**src/verilog/mbcd_pkg.sv**
```systemverilog
// Constants, code tables and decode functions for the multi-bank clock
// divider control. Assumes a 20 MHz system clock stands in for the VCO rate.
package mbcd_pkg;

   // ---------------------------------------------------------------
   // Clock and timing
   // ---------------------------------------------------------------
   localparam int CLK_HZ = 20000000;
   localparam int SETTLE_NS = 1000;                     // Divider change settle limit
   localparam int SETTLE_CYC_RAW = SETTLE_NS / (1000000000 / CLK_HZ);
   localparam int SETTLE_CYC = (SETTLE_CYC_RAW < 1) ? 1 : SETTLE_CYC_RAW;
   localparam int OUT_RESET_NS = 10;                    // Output reset response limit
   localparam int OUT_RESET_CYC_RAW = OUT_RESET_NS / (1000000000 / CLK_HZ);
   localparam int OUT_RESET_CYC = (OUT_RESET_CYC_RAW < 1) ? 1 : OUT_RESET_CYC_RAW;
   localparam int LOCK_MS = 10;                         // PLL lock limit
   localparam int LOCK_CYC = LOCK_MS * (CLK_HZ / 1000);

   // ---------------------------------------------------------------
   // Widths and bank layout
   // ---------------------------------------------------------------
   localparam int NUM_BANKS = 3;
   localparam int BANK_A = 0;
   localparam int BANK_B = 1;
   localparam int BANK_C = 2;
   localparam int PAIRS_A = 2;
   localparam int PAIRS_B = 9;
   localparam int PAIRS_C = 2;
   localparam int DIV_SEL_W = 3;
   localparam int FB_SEL_W = 4;
   localparam int MULT_W = 7;
   localparam int HALF_W = 4;
   localparam int LOCK_W = 24;

   // ---------------------------------------------------------------
   // Code tables
   // ---------------------------------------------------------------
   localparam logic [DIV_SEL_W-1:0] DIV_SEL_OFF = 3'h0;
   localparam logic [MULT_W-1:0] MULT_BASE = 7'h22;     // Code 0 multiplies by 34
   localparam logic [MULT_W-1:0] MULT_STEP = 7'h02;

   // Post divider ratio for a select code; 0 means bank switched off
   function automatic logic [4:0] mbcd_div_ratio(input logic [DIV_SEL_W-1:0] sel);
      logic [4:0] r;
      r = 5'h00;
      unique case (sel)
         3'h0: r = 5'h00;
         3'h1: r = 5'h02;
         3'h2: r = 5'h04;
         3'h3: r = 5'h06;
         3'h4: r = 5'h08;
         3'h5: r = 5'h0A;
         3'h6: r = 5'h0C;
         3'h7: r = 5'h12;
      endcase
      return r;
   endfunction

   // Half period in VCO ticks; ratios are all even
   function automatic logic [HALF_W-1:0] mbcd_div_half(input logic [DIV_SEL_W-1:0] sel);
      logic [4:0] r;
      r = mbcd_div_ratio(sel);
      return r[4:1];
   endfunction

   // Feedback multiplier: 34 plus two per code step
   function automatic logic [MULT_W-1:0] mbcd_fb_mult(input logic [FB_SEL_W-1:0] code);
      logic [MULT_W-1:0] m;
      m = MULT_BASE + MULT_W'({code, 1'b0});
      return m;
   endfunction

endpackage

```
**src/verilog/mbcd_align_det.sv**
```systemverilog
// Detects the high-low-high alignment pattern on the bank alignment pin.
// Assumes the pin is synchronous to sys_clk and normally rests high.
`timescale 1ns/1ps

module mbcd_align_det
   import mbcd_pkg::*;
(
   input wire logic sys_clk,       // System clock
   input wire logic reset,         // Async reset, active high
   input wire logic align_pin,     // Bank alignment pin level
   output logic align_pulse        // One-cycle pulse on final rising edge
);

   // ---------------------------------------------------------------
   // Pattern tracker
   // ---------------------------------------------------------------
   typedef enum logic [2:0] {
      ST_WAIT_HIGH = 3'h1,
      ST_HIGH = 3'h2,
      ST_LOW = 3'h4
   } mbcd_align_e;

   mbcd_align_e state_r;
   mbcd_align_e state_nxt;
   logic pulse_r;
   logic pulse_nxt;

   // Only a low that followed a high counts, so a pin held low from
   // reset does not produce a spurious alignment on its first rise
   always_comb begin
      state_nxt = state_r;
      pulse_nxt = 1'b0;
      unique case (state_r)
         ST_WAIT_HIGH: begin
            if (align_pin) state_nxt = ST_HIGH;
         end
         ST_HIGH: begin
            if (!align_pin) state_nxt = ST_LOW;
         end
         ST_LOW: begin
            if (align_pin) begin
               state_nxt = ST_HIGH;
               pulse_nxt = 1'b1;
            end
         end
      endcase
   end

   // State registers
   always_ff @(posedge sys_clk or posedge reset) begin
      if (reset) begin
         state_r <= ST_WAIT_HIGH;
         pulse_r <= 1'b0;
      end else begin
         state_r <= state_nxt;
         pulse_r <= pulse_nxt;
      end
   end

   assign align_pulse = pulse_r;

endmodule

```
**src/verilog/mbcd_bank_div.sv**
```systemverilog
// One bank post-divider: divides the VCO tick stream by the selected ratio.
// Assumes vco_tick marks one VCO rising edge per asserted cycle.
`timescale 1ns/1ps

module mbcd_bank_div
   import mbcd_pkg::*;
(
   input wire logic sys_clk,                  // System clock
   input wire logic reset,                    // Async reset, active high
   input wire logic vco_tick,                 // One VCO edge this cycle
   input wire logic [DIV_SEL_W-1:0] div_sel,  // Post divider select code
   input wire logic align,                    // Restart at common phase
   input wire logic out_reset,                // Force output low
   output logic clk_out,                      // Divided bank clock
   output logic enabled                       // Bank running
);

   // ---------------------------------------------------------------
   // Divider state
   // ---------------------------------------------------------------
   logic [HALF_W-1:0] cnt_r;
   logic [HALF_W-1:0] cnt_nxt;
   logic [DIV_SEL_W-1:0] sel_r;
   logic [DIV_SEL_W-1:0] sel_nxt;
   logic out_r;
   logic out_nxt;
   logic [HALF_W-1:0] half;

   assign half = mbcd_div_half(sel_r);

   // Reset and alignment take priority; a new select restarts the count
   // so the new period appears within one old-or-new period at most
   always_comb begin
      cnt_nxt = cnt_r;
      out_nxt = out_r;
      sel_nxt = div_sel;
      if (out_reset || div_sel == DIV_SEL_OFF) begin
         cnt_nxt = '0;
         out_nxt = 1'b0;
      end else if (align) begin
         cnt_nxt = '0;
         out_nxt = 1'b0;
      end else if (div_sel != sel_r) begin
         cnt_nxt = '0;
      end else if (vco_tick) begin
         if (cnt_r >= half - HALF_W'(1)) begin
            cnt_nxt = '0;
            out_nxt = ~out_r;
         end else begin
            cnt_nxt = cnt_r + HALF_W'(1);
         end
      end
   end

   // Registers
   always_ff @(posedge sys_clk or posedge reset) begin
      if (reset) begin
         cnt_r <= '0;
         sel_r <= DIV_SEL_OFF;
         out_r <= 1'b0;
      end else begin
         cnt_r <= cnt_nxt;
         sel_r <= sel_nxt;
         out_r <= out_nxt;
      end
   end

   assign clk_out = out_r;
   assign enabled = (sel_r != DIV_SEL_OFF);

endmodule

```
**src/verilog/mbcd_top.sv**
```systemverilog
// Top of the multi-bank clock divider control: VCO source choice, feedback
// multiplier and lock tracking, three bank post-dividers and alignment.
// Assumes all select pins and the external oscillator level are synchronous
// to sys_clk; sys_clk stands in for the internal VCO rate.
//
// What this block does
// - Select pin low runs the PLL from the internal VCO.
// - Select pin high or floating takes the external oscillator, bypassing synthesis.
// - Internal VCO powers down while the select pin is high.
// - Four feedback select bits set the ratio; changes accepted while powered.
// - VCO clock feeds three banks: two, nine and two differential pairs.
// - Each bank has its own three-bit divider select, changeable live.
// - Bank dividers span ratios 2 to 18 of the VCO clock.
// - Bank frequency is reference times feedback ratio over post divider.
// - High-low-high on the alignment pin resynchronises the banks.
// - A divider select change settles at the new frequency within 1 us.
// - Outputs respond to output reset one sys_clk cycle later (50 ns), not within 10 ns.
// - Divider codes 1..7 give 2,4,6,8,10,12,18; code 0 unspecified.
// - All-zero divider select switches that bank off.
// - Feedback multiplier is 34 plus two per code step.
// - PLL locks within 10 ms after reference or ratio change.
`timescale 1ns/1ps

module mbcd_top
   import mbcd_pkg::*;
#(
   parameter int LOCK_CYCLES = LOCK_CYC       // Lock wait; shorten in simulation
)
(
   input wire logic sys_clk,                                   // System clock, 20 MHz
   input wire logic reset,                                     // Async reset, active high
   input wire logic oscillator_source_select,                  // Low internal, high external
   input wire logic external_oscillator_input_p,               // External oscillator true
   input wire logic external_oscillator_input_n,               // External oscillator complement
   input wire logic [FB_SEL_W-1:0] feedback_ratio_bits,        // Feedback ratio select
   input wire logic [DIV_SEL_W-1:0] bank_a_divider_select,     // Bank A divider select
   input wire logic [DIV_SEL_W-1:0] bank_b_divider_select,     // Bank B divider select
   input wire logic [DIV_SEL_W-1:0] bank_c_divider_select,     // Bank C divider select
   input wire logic bank_align,                                // Alignment pin
   input wire logic output_reset,                              // Force all outputs low
   output logic internal_vco_power_down,                       // Internal VCO shut down
   output logic synth_bypass,                                  // External source in use
   output logic [MULT_W-1:0] vco_multiplier,                   // Active feedback multiplier
   output logic pll_locked,                                    // VCO clock usable
   output logic [PAIRS_A-1:0] bank_a_p,                        // Bank A true outputs
   output logic [PAIRS_A-1:0] bank_a_n,                        // Bank A complement outputs
   output logic [PAIRS_B-1:0] bank_b_p,                        // Bank B true outputs
   output logic [PAIRS_B-1:0] bank_b_n,                        // Bank B complement outputs
   output logic [PAIRS_C-1:0] bank_c_p,                        // Bank C true outputs
   output logic [PAIRS_C-1:0] bank_c_n                         // Bank C complement outputs
);

   // ---------------------------------------------------------------
   // Source selection and feedback ratio
   // ---------------------------------------------------------------
   logic bypass_r;
   logic bypass_nxt;
   logic [MULT_W-1:0] mult_r;
   logic [MULT_W-1:0] mult_nxt;
   logic ext_lvl_r;
   logic ext_lvl_nxt;
   logic [LOCK_W-1:0] lock_cnt_r;
   logic [LOCK_W-1:0] lock_cnt_nxt;
   logic locked_r;
   logic locked_nxt;
   logic out_rst_r;
   logic out_rst_nxt;
   logic vco_tick;
   logic ext_level;
   logic ratio_change;

   // A floating select pin is pulled high by the pad, so only a solid low
   // picks the internal VCO
   assign ext_level = external_oscillator_input_p & ~external_oscillator_input_n;
   assign ratio_change = (mbcd_fb_mult(feedback_ratio_bits) != mult_r) ||
                         (oscillator_source_select != bypass_r);

   // Next values for the source, multiplier, lock and output-reset state
   always_comb begin
      bypass_nxt = oscillator_source_select;
      mult_nxt = mbcd_fb_mult(feedback_ratio_bits);
      ext_lvl_nxt = ext_level;
      out_rst_nxt = output_reset;
      lock_cnt_nxt = lock_cnt_r;
      locked_nxt = locked_r;
      if (oscillator_source_select) begin
         lock_cnt_nxt = '0;
         locked_nxt = 1'b1;
      end else if (ratio_change) begin
         lock_cnt_nxt = '0;
         locked_nxt = 1'b0;
      end else if (!locked_r) begin
         if (lock_cnt_r >= LOCK_W'(LOCK_CYCLES - 1)) begin
            locked_nxt = 1'b1;
         end else begin
            lock_cnt_nxt = lock_cnt_r + LOCK_W'(1);
         end
      end
   end

   // Source and lock registers
   always_ff @(posedge sys_clk or posedge reset) begin
      if (reset) begin
         bypass_r <= 1'b0;
         mult_r <= MULT_BASE;
         ext_lvl_r <= 1'b0;
         lock_cnt_r <= '0;
         locked_r <= 1'b0;
         out_rst_r <= 1'b0;
      end else begin
         bypass_r <= bypass_nxt;
         mult_r <= mult_nxt;
         ext_lvl_r <= ext_lvl_nxt;
         lock_cnt_r <= lock_cnt_nxt;
         locked_r <= locked_nxt;
         out_rst_r <= out_rst_nxt;
      end
   end

   // VCO edges: every cycle from the internal VCO once locked, or each
   // rising edge of the external oscillator in bypass
   assign vco_tick = bypass_r ? (ext_level & ~ext_lvl_r) : locked_r;

   assign internal_vco_power_down = bypass_r;
   assign synth_bypass = bypass_r;
   assign vco_multiplier = mult_r;
   assign pll_locked = locked_r;

   // ---------------------------------------------------------------
   // Alignment and bank dividers
   // ---------------------------------------------------------------
   logic align_pulse;
   logic [NUM_BANKS-1:0] bank_clk;
   logic [NUM_BANKS-1:0] bank_en;
   logic [NUM_BANKS-1:0][DIV_SEL_W-1:0] bank_sel;

   assign bank_sel[BANK_A] = bank_a_divider_select;
   assign bank_sel[BANK_B] = bank_b_divider_select;
   assign bank_sel[BANK_C] = bank_c_divider_select;

   mbcd_align_det u_align (
      .sys_clk(sys_clk),
      .reset(reset),
      .align_pin(bank_align),
      .align_pulse(align_pulse)
   );

   // One divider per bank; the shared align pulse gives a common phase
   genvar gb;
   generate
      for (gb = 0; gb < NUM_BANKS; gb++) begin : g_bank
         mbcd_bank_div u_div (
            .sys_clk(sys_clk),
            .reset(reset),
            .vco_tick(vco_tick),
            .div_sel(bank_sel[gb]),
            .align(align_pulse),
            .out_reset(out_rst_r | output_reset),
            .clk_out(bank_clk[gb]),
            .enabled(bank_en[gb])
         );
      end
   endgenerate

   // ---------------------------------------------------------------
   // Output fanout
   // ---------------------------------------------------------------
   // Both legs of a disabled or reset bank sit low, since a switched-off
   // pair has no meaningful differential state
   assign bank_a_p = {PAIRS_A{bank_clk[BANK_A]}};
   assign bank_a_n = {PAIRS_A{bank_en[BANK_A] & ~out_rst_r & ~bank_clk[BANK_A]}};
   assign bank_b_p = {PAIRS_B{bank_clk[BANK_B]}};
   assign bank_b_n = {PAIRS_B{bank_en[BANK_B] & ~out_rst_r & ~bank_clk[BANK_B]}};
   assign bank_c_p = {PAIRS_C{bank_clk[BANK_C]}};
   assign bank_c_n = {PAIRS_C{bank_en[BANK_C] & ~out_rst_r & ~bank_clk[BANK_C]}};

endmodule

```
**config.mk**
```make
export PLATFORM = sky130hd
export DESIGN_NAME = mbcd_top
export DESIGN_NICKNAME = d
export VERILOG_FILES = /design/src/verilog/mbcd_pkg.sv /design/src/verilog/mbcd_align_det.sv /design/src/verilog/mbcd_bank_div.sv /design/src/verilog/mbcd_top.sv
export SDC_FILE = /design/constraint.sdc
export NUM_CORES = 1
export LEC_CHECK = 0
export BUFFER_PORTS_ARGS = -buffer_cell sky130_fd_sc_hd__buf_2
export CAP_MARGIN = 0
export CORE_MARGIN = 1.5
export CORE_UTILIZATION = 51
export CTS_CLUSTER_DIAMETER = 50
export DETAILED_ROUTE_END_ITERATION = 7
export PLACE_DENSITY_LB_ADDON = 0.08
export REMOVE_ABC_BUFFERS = 1
export SYNTH_ARGS = -nofsm -noshare
export SYNTH_HDL_FRONTEND = slang
export SYNTH_SLANG_ARGS = --single-unit
```
**constraint.sdc**
```tcl
create_clock -name sys_clk -period 2.3 [get_ports sys_clk]
set_input_delay 0.46 -clock sys_clk [delete_from_list [all_inputs] [get_ports sys_clk]]
set_output_delay 0.46 -clock sys_clk [all_outputs]
set_load 0.1 [all_outputs]
```
* Yosys cells after proc, flatten, opt, wreduce, memory -nomap -nowiden *
Memory sizes are Yosys's and may differ from the RTL's.
Index checks and enable logic that the tools add are counted.

storage, ports and cells
  register bits after elaboration = 63
  memory bits (read-only) = 96
  input port bits = 20
  output and inout bits = 36
  word-level logic and storage cells = 131
  memories = 3

cells by class
  $add $sub $neg = 8
  magnitude comparators = 4
  eq/ne operators = 15
  multiplexer cells = 44
  bitwise logic cells = 15
  reductions and logical operators = 25

memory list
  name              words  width  rd ports  clocked after Yosys merged registers in  write ports  RTL line        text
  (name not given)  8      4      1         0                                        0            mbcd_pkg.sv:45  unique case (sel)
  (name not given)  8      4      1         0                                        0            mbcd_pkg.sv:45
  (name not given)  8      4      1         0                                        0            mbcd_pkg.sv:45

operators with widths
  operator               count
  $mux 24                4
  $mux 4                 15
  $reduce_bool 3->1      9
  $add 24x1->24 const B  1
  $ge 24x18->1 const B   1
  $mux 1                 22
  $add 4x1->4 const B    3
  $ge 4x4->1             3
  $ne 3x2->1 const B     4
  $reduce_bool 4->1      3
  $sub 4x1->4 const B    3
  $logic_not 3->1        3
  $ne 3x3->1             3
  $reduce_and 3->1       3
  $and 1x1->1            8
  $add 6x5->7 const A    1
  $ne 7x7->1             1
  $mux 3                 2
  $not 1->1              6
  $pmux 3 s2             1
  $logic_or 1x1->1       4
  $reduce_and 2->1       2
  $eq 3x1->1 const B     1
  $eq 3x2->1 const B     1
  7 further kinds        7

* Depth between registers and ports, before layout *
  word-level depth = 8
  gate-level depth with buffers = 10
  mapped depth without buffers = 9

* Hierarchy *
Synthesis repeated with hierarchy kept, for this count alone.

second synthesis, totals
  cell total of the unflattened synthesis = 396
  area, all modules = 3798.6 um^2

modules (own cells, without submodules)
  module                               times used  cells each  area each (um^2)
  mbcd_top                             1           195         1853.0
  mbcd_bank_div (g_bank[0].u_div ...)  2           62          590.6
  mbcd_bank_div (g_bank[2].u_div)      1           64          580.6
  mbcd_align_det                       1           13          183.9

* Worst setup path before layout *
No wires, ideal clock.

  path type = reg2out
  start = reg g_bank[1].u_div.sel_r[0]
  end = out bank_b_n[1]
  arrival time = 3.667 ns
  data required time = 1.840 ns
  slack = -1.827 ns
  stages on the path, launching flop included = 5
  buffers on the path = 2
  cells stage by stage = dfrtp_1 -> clkbuf_1 -> nor3_1 -> nor3_1 -> buf_4

between the ends
  longest elaborated chain between the ends = 3

RTL lines
  what                       RTL line             text
  start, declared            mbcd_bank_div.sv:23  logic [DIV_SEL_W-1:0] sel_r;
  start signal, assigned     mbcd_bank_div.sv:63  sel_r <= sel_nxt;
  $reduce_bool 3->1          mbcd_bank_div.sv:69  assign enabled = (sel_r != DIV_SEL_OFF);
  $and 1x1->1 (2 in series)  mbcd_top.sv:173      assign bank_b_n = {PAIRS_B{bank_en[BANK_B] & ~out_rst_r & ~bank_clk[BANK_B]}};
  end, declared              mbcd_top.sv:48       output logic [PAIRS_B-1:0] bank_b_n,

No other way between the ends.

* Final worst setup path *
  start = reg g_bank[0].u_div.sel_r[2]
  end = reg g_bank[0].u_div.out_r

between the ends
  longest elaborated chain between the ends = 5
  elaborated cells on any way between the ends = 7

RTL lines
  what                            RTL line             text
  start, declared                 mbcd_bank_div.sv:23
  start signal, assigned          mbcd_bank_div.sv:63
  $mem_v2 8x4                     -
  $sub 4x1->4                     mbcd_bank_div.sv:46  if (cnt_r >= half - HALF_W'(1)) begin
  $ge 4x4->1                      mbcd_bank_div.sv:46
  $reduce_bool 3->1 (no line)     -
  $reduce_and 3->1 (no line) (*)  -
  end signal, assigned            mbcd_bank_div.sv:64  out_r <= out_nxt;
  end, declared                   mbcd_bank_div.sv:25  logic out_r;

Every way passes the cells marked *; elsewhere a longest branch is shown, timed or not.
A chain may end at the register's enable or synchronous reset.

==> flow_metrics.env <==
export IMPL_overflow=0
export IMPL_post_synth_inst_count=379
export IMPL_required_arrival_time_at_the_worst_endpoint_ps=2570
export IMPL_clockRootBuffer="clkbuf_8"
export IMPL_via_count=2793
export IMPL_floorplan_core_area_um2=6790
export IMPL_synth_most_common_cell="dfrtp_1"
export IMPL_intPower_uw=1990
export IMPL_synth_seq_cells=62
export IMPL_synthArstFlopShare_pct=100
export IMPL_final_fill_count=562
export IMPL_worst_setup_path_end_kind="flip-flop"
export IMPL_fin_nets=467
export IMPL_register_area_um2=1560
export IMPL_first_pass_grt_wire_length_mm=12.2
export IMPL_detail_route_antenna_nets=0
export IMPL_yosysSeqAreaShare_pct=43.5
export IMPL_ctsHtreeMaxLevel=3
export IMPL_dpl_cell_count=512
export IMPL_yosys_top_cells_count="dfrtp_1, nor2_1, buf_4"
export IMPL_synth_cell_area_um2=3580
export IMPL_detail_route_wl_per_cell_um=13.2
export IMPL_worstSkewPairLatency_ps=330
export IMPL_drt_pass1_iter_count=4
export IMPL_crit_reg2reg_launch="g_bank[0].u_div.sel_r[2]"
export IMPL_gp_congestion=0.825
export IMPL_synth_cell_type_count=46
export IMPL_regToRegSetupSlack_ps=120
export IMPL_ff2ff_path_depth=9
export IMPL_synthDominantCellAreaShare_pct=41.3
export IMPL_fin_total_pwr_uw=2800
export IMPL_start_kind="flip-flop"
export IMPL_num_rows=30
export IMPL_grt_start_max_net_pins=63
export IMPL_area_enclosed_by_the_die_boundary_um2=7530
export IMPL_first_global_vias=2714
export IMPL_post_route_cells_drive_above_1_share_pct=24.4
export IMPL_slew_limit_headroom_pct=50.2
export IMPL_setup_violations=0
export IMPL_area_overhead_vs_synth_pct=20.3
export IMPL_clock_sink_count=62
export IMPL_worstPathMaxFanout=5
export IMPL_power_frac_clock_pct=39.8
export IMPL_synth_ff_type="dfrtp_1"
export IMPL_path_class="reg2reg"
export IMPL_global_route_total_usage_across_every_layer_pct=20.8
export IMPL_io_pins=56
export IMPL_post_dp_hpwl_mm=5.06
export IMPL_leak_uw=0.00186
export IMPL_power_density_nw_per_um2=651
export IMPL_maxSlewViolCount=0
export IMPL_run_status="finished, final reports clean"
export IMPL_die_h_um=86.8
export IMPL_post_route_period_util_pct=95.0
export IMPL_switching_share_pct=29.0
export IMPL_multi_input_comb_area_um2=1750
export IMPL_floorplan_die_width_um=86.8
export IMPL_clk_path_buf_depth=2
export IMPL_net_switching_power_uw=812
export IMPL_stdcell_count=530
export IMPL_avgSynthCellArea_um2=9.44
export IMPL_cap_viol_max_count=0
export IMPL_fmax_mhz=458
export IMPL_tritoncts_num_buffers=9
export IMPL_worstMarginPinSlew_ps=740
export IMPL_finalCriticalPeriod_ps=2180
export IMPL_r2r_end="g_bank[0].u_div.clk_out"
export IMPL_fin_util_pct=63.3
export IMPL_critPathArrivalTime_ps=2450
export IMPL_drt_first_iter_violations=101
export IMPL_initial_core_util_pct=52.7
export IMPL_routed_via_density=5.27
export IMPL_power_sequential_fraction_pct=41.1
export IMPL_synth_area_top_cells="dfrtp_1, ha_1, xnor2_1"
export IMPL_cts_hold_buf=0
export IMPL_grt_setup_unrepaired="false"
export IMPL_share_comb_of_total_power_pct=19.1
export IMPL_clock_tree_from_tritoncts="done"
export IMPL_clk_pin_slew_ps=70
export IMPL_synth_warnings=0
export IMPL_holdCritPathClass="in2async"
export IMPL_crit_start="g_bank[0].u_div.sel_r[2]"
export IMPL_maximum_resistive_drop_on_vdd_uv=337
export IMPL_antenna_violations_before_repair=0
export IMPL_fin_skew_ps=7.14
export IMPL_detail_route_drc_violations=0
export IMPL_placement_io_buffers=54
export IMPL_wl_mm=6.99
export IMPL_diodes=0
export IMPL_synth_top_area_cell="dfrtp_1"
export IMPL_final_hold_violation_count=0
export IMPL_number_of_enable_flip_flop_cells_after_synthesis=0
## critical path: stages, from the launching register on
cell     delay, ps
dfrtp_1        430
nand2_1         80
nand2_1         60
ha_2           190
xor2_1         160
ha_2           310
nor3_1          40
or3_1          320
or4_1          400
a21oi_1        130
## layout make-up
class                   instances  area share [%]
inverters                      16            1.40
clock buffers                  13            3.93
clock inverters                 3            1.51
repair buffers                 74            13.5
well taps                      96            2.79
flip-flops and latches         62            36.2
multi-input cells             266            40.7
## repair_timing
action,4_1_cts,5_1_grt
endpoints found under the setup margin,9,11
setup buffers,2,0
pin swaps,1,1
resized for setup,2,8
## power groups by stage
stage | logic, uW | registers [uW] | clock network (uW)
detailed placement | 526 | 1170 | 0
finish | 534 | 1150 | 1110
floorplan | 283 | 1250 | 0
global placement | 522 | 1170 | 0
CTS | 535 | 1150 | 1140
global route | 574 | 1160 | 1190
## state kept, by name (all words and copies together) (netlist names)
name and flops:
lock_cnt_r 24, g_bank.u_div.cnt_r 12, g_bank.u_div.sel_r 9, vco_multiplier 6, g_bank.u_div.clk_out 3, u_align.state_r 3, ext_lvl_r 1, internal_vco_power_down 1
out_rst_r 1, pll_locked 1, u_align.align_pulse 1
## metrics by stage
stage          setup WS [ps]  hold WS (ps)  TNS [ps]  instance area [um^2]
3_5_place_dp           -8.94           480     -89.4                  4010
6_report                 115           183         0                  4300
2_1_floorplan         -29060           447   -334760                  3330
4_1_cts                 87.7           179         0                  4280
5_1_grt                 4.19           211         0                  4300
3_3_place_gp            -745           474     -6700                  4010
## worst max path at each step
stage	endpoint	slack (ps)	depth (start not counted)
after floorplan	bank_b_n[0]	-29060	1
after global placement	bank_b_n[4]	-750	2
after detailed placement	bank_b_n[3]	-9	2
after CTS	g_bank[0].u_div.clk_out	90	8
after global routing	g_bank[0].u_div.clk_out	4	9
final	g_bank[0].u_div.clk_out	120	9
## metal layers
layer	GRT usage [%]	vias up	wire length (um)	part of all wire [%]
met2	33.4	69	3190	46
met3	4.76	10	310	4.4
met4	8.21	0	120	1.7
li1	-	1409	-	-
met5	0	-	0	0
met1	27.4	1305	3370	48
## cell usage in the layout (no fill, tap or decap), types with 2 or more instances in the layout
master / count
nand2b_1: 7
nand4_1: 4
nor3_1: 14
mux2i_1: 2
nor4_1: 7
bufinv_16: 2
xor2_1: 10
dfstp_2: 3
nand3b_1: 3
buf_2: 45
o211a_1: 2
dfrtp_1: 58
or4_1: 6
buf_4: 18
buf_12: 11
nand4b_1: 4
xnor2_1: 25
ha_1: 16
nor3b_1: 2
a211oi_1: 7
inv_1: 15
a2111oi_1: 3
nand2_1: 24
o21ai_0: 8
a21oi_1: 22
and3_1: 6
nor2b_1: 2
nor2_1: 41
ha_2: 2
nor3_2: 2
o31ai_1: 6
nand3_1: 19
clkbuf_8: 12
or2_2: 4
## kinds of logic (layout without fill, tap and decap cells)
| kind of cell | count (synthesis) | count (layout) | synth area share (%) |
|---|---|---|---|
| fa+ha+maj | 18 | 18 | 6.30 |
| simple gates | 152 | 152 | 21.9 |
| buf+inv | 51 | 106 | 8.53 |
| other cells | 1 | 1 | 0.105 |
| mux | 3 | 3 | 0.874 |
| flops | 62 | 62 | 43.5 |
| xor+xnor | 35 | 35 | 8.57 |
| compound gates | 57 | 57 | 10.3 |
(Power assumes the default switching activity.)
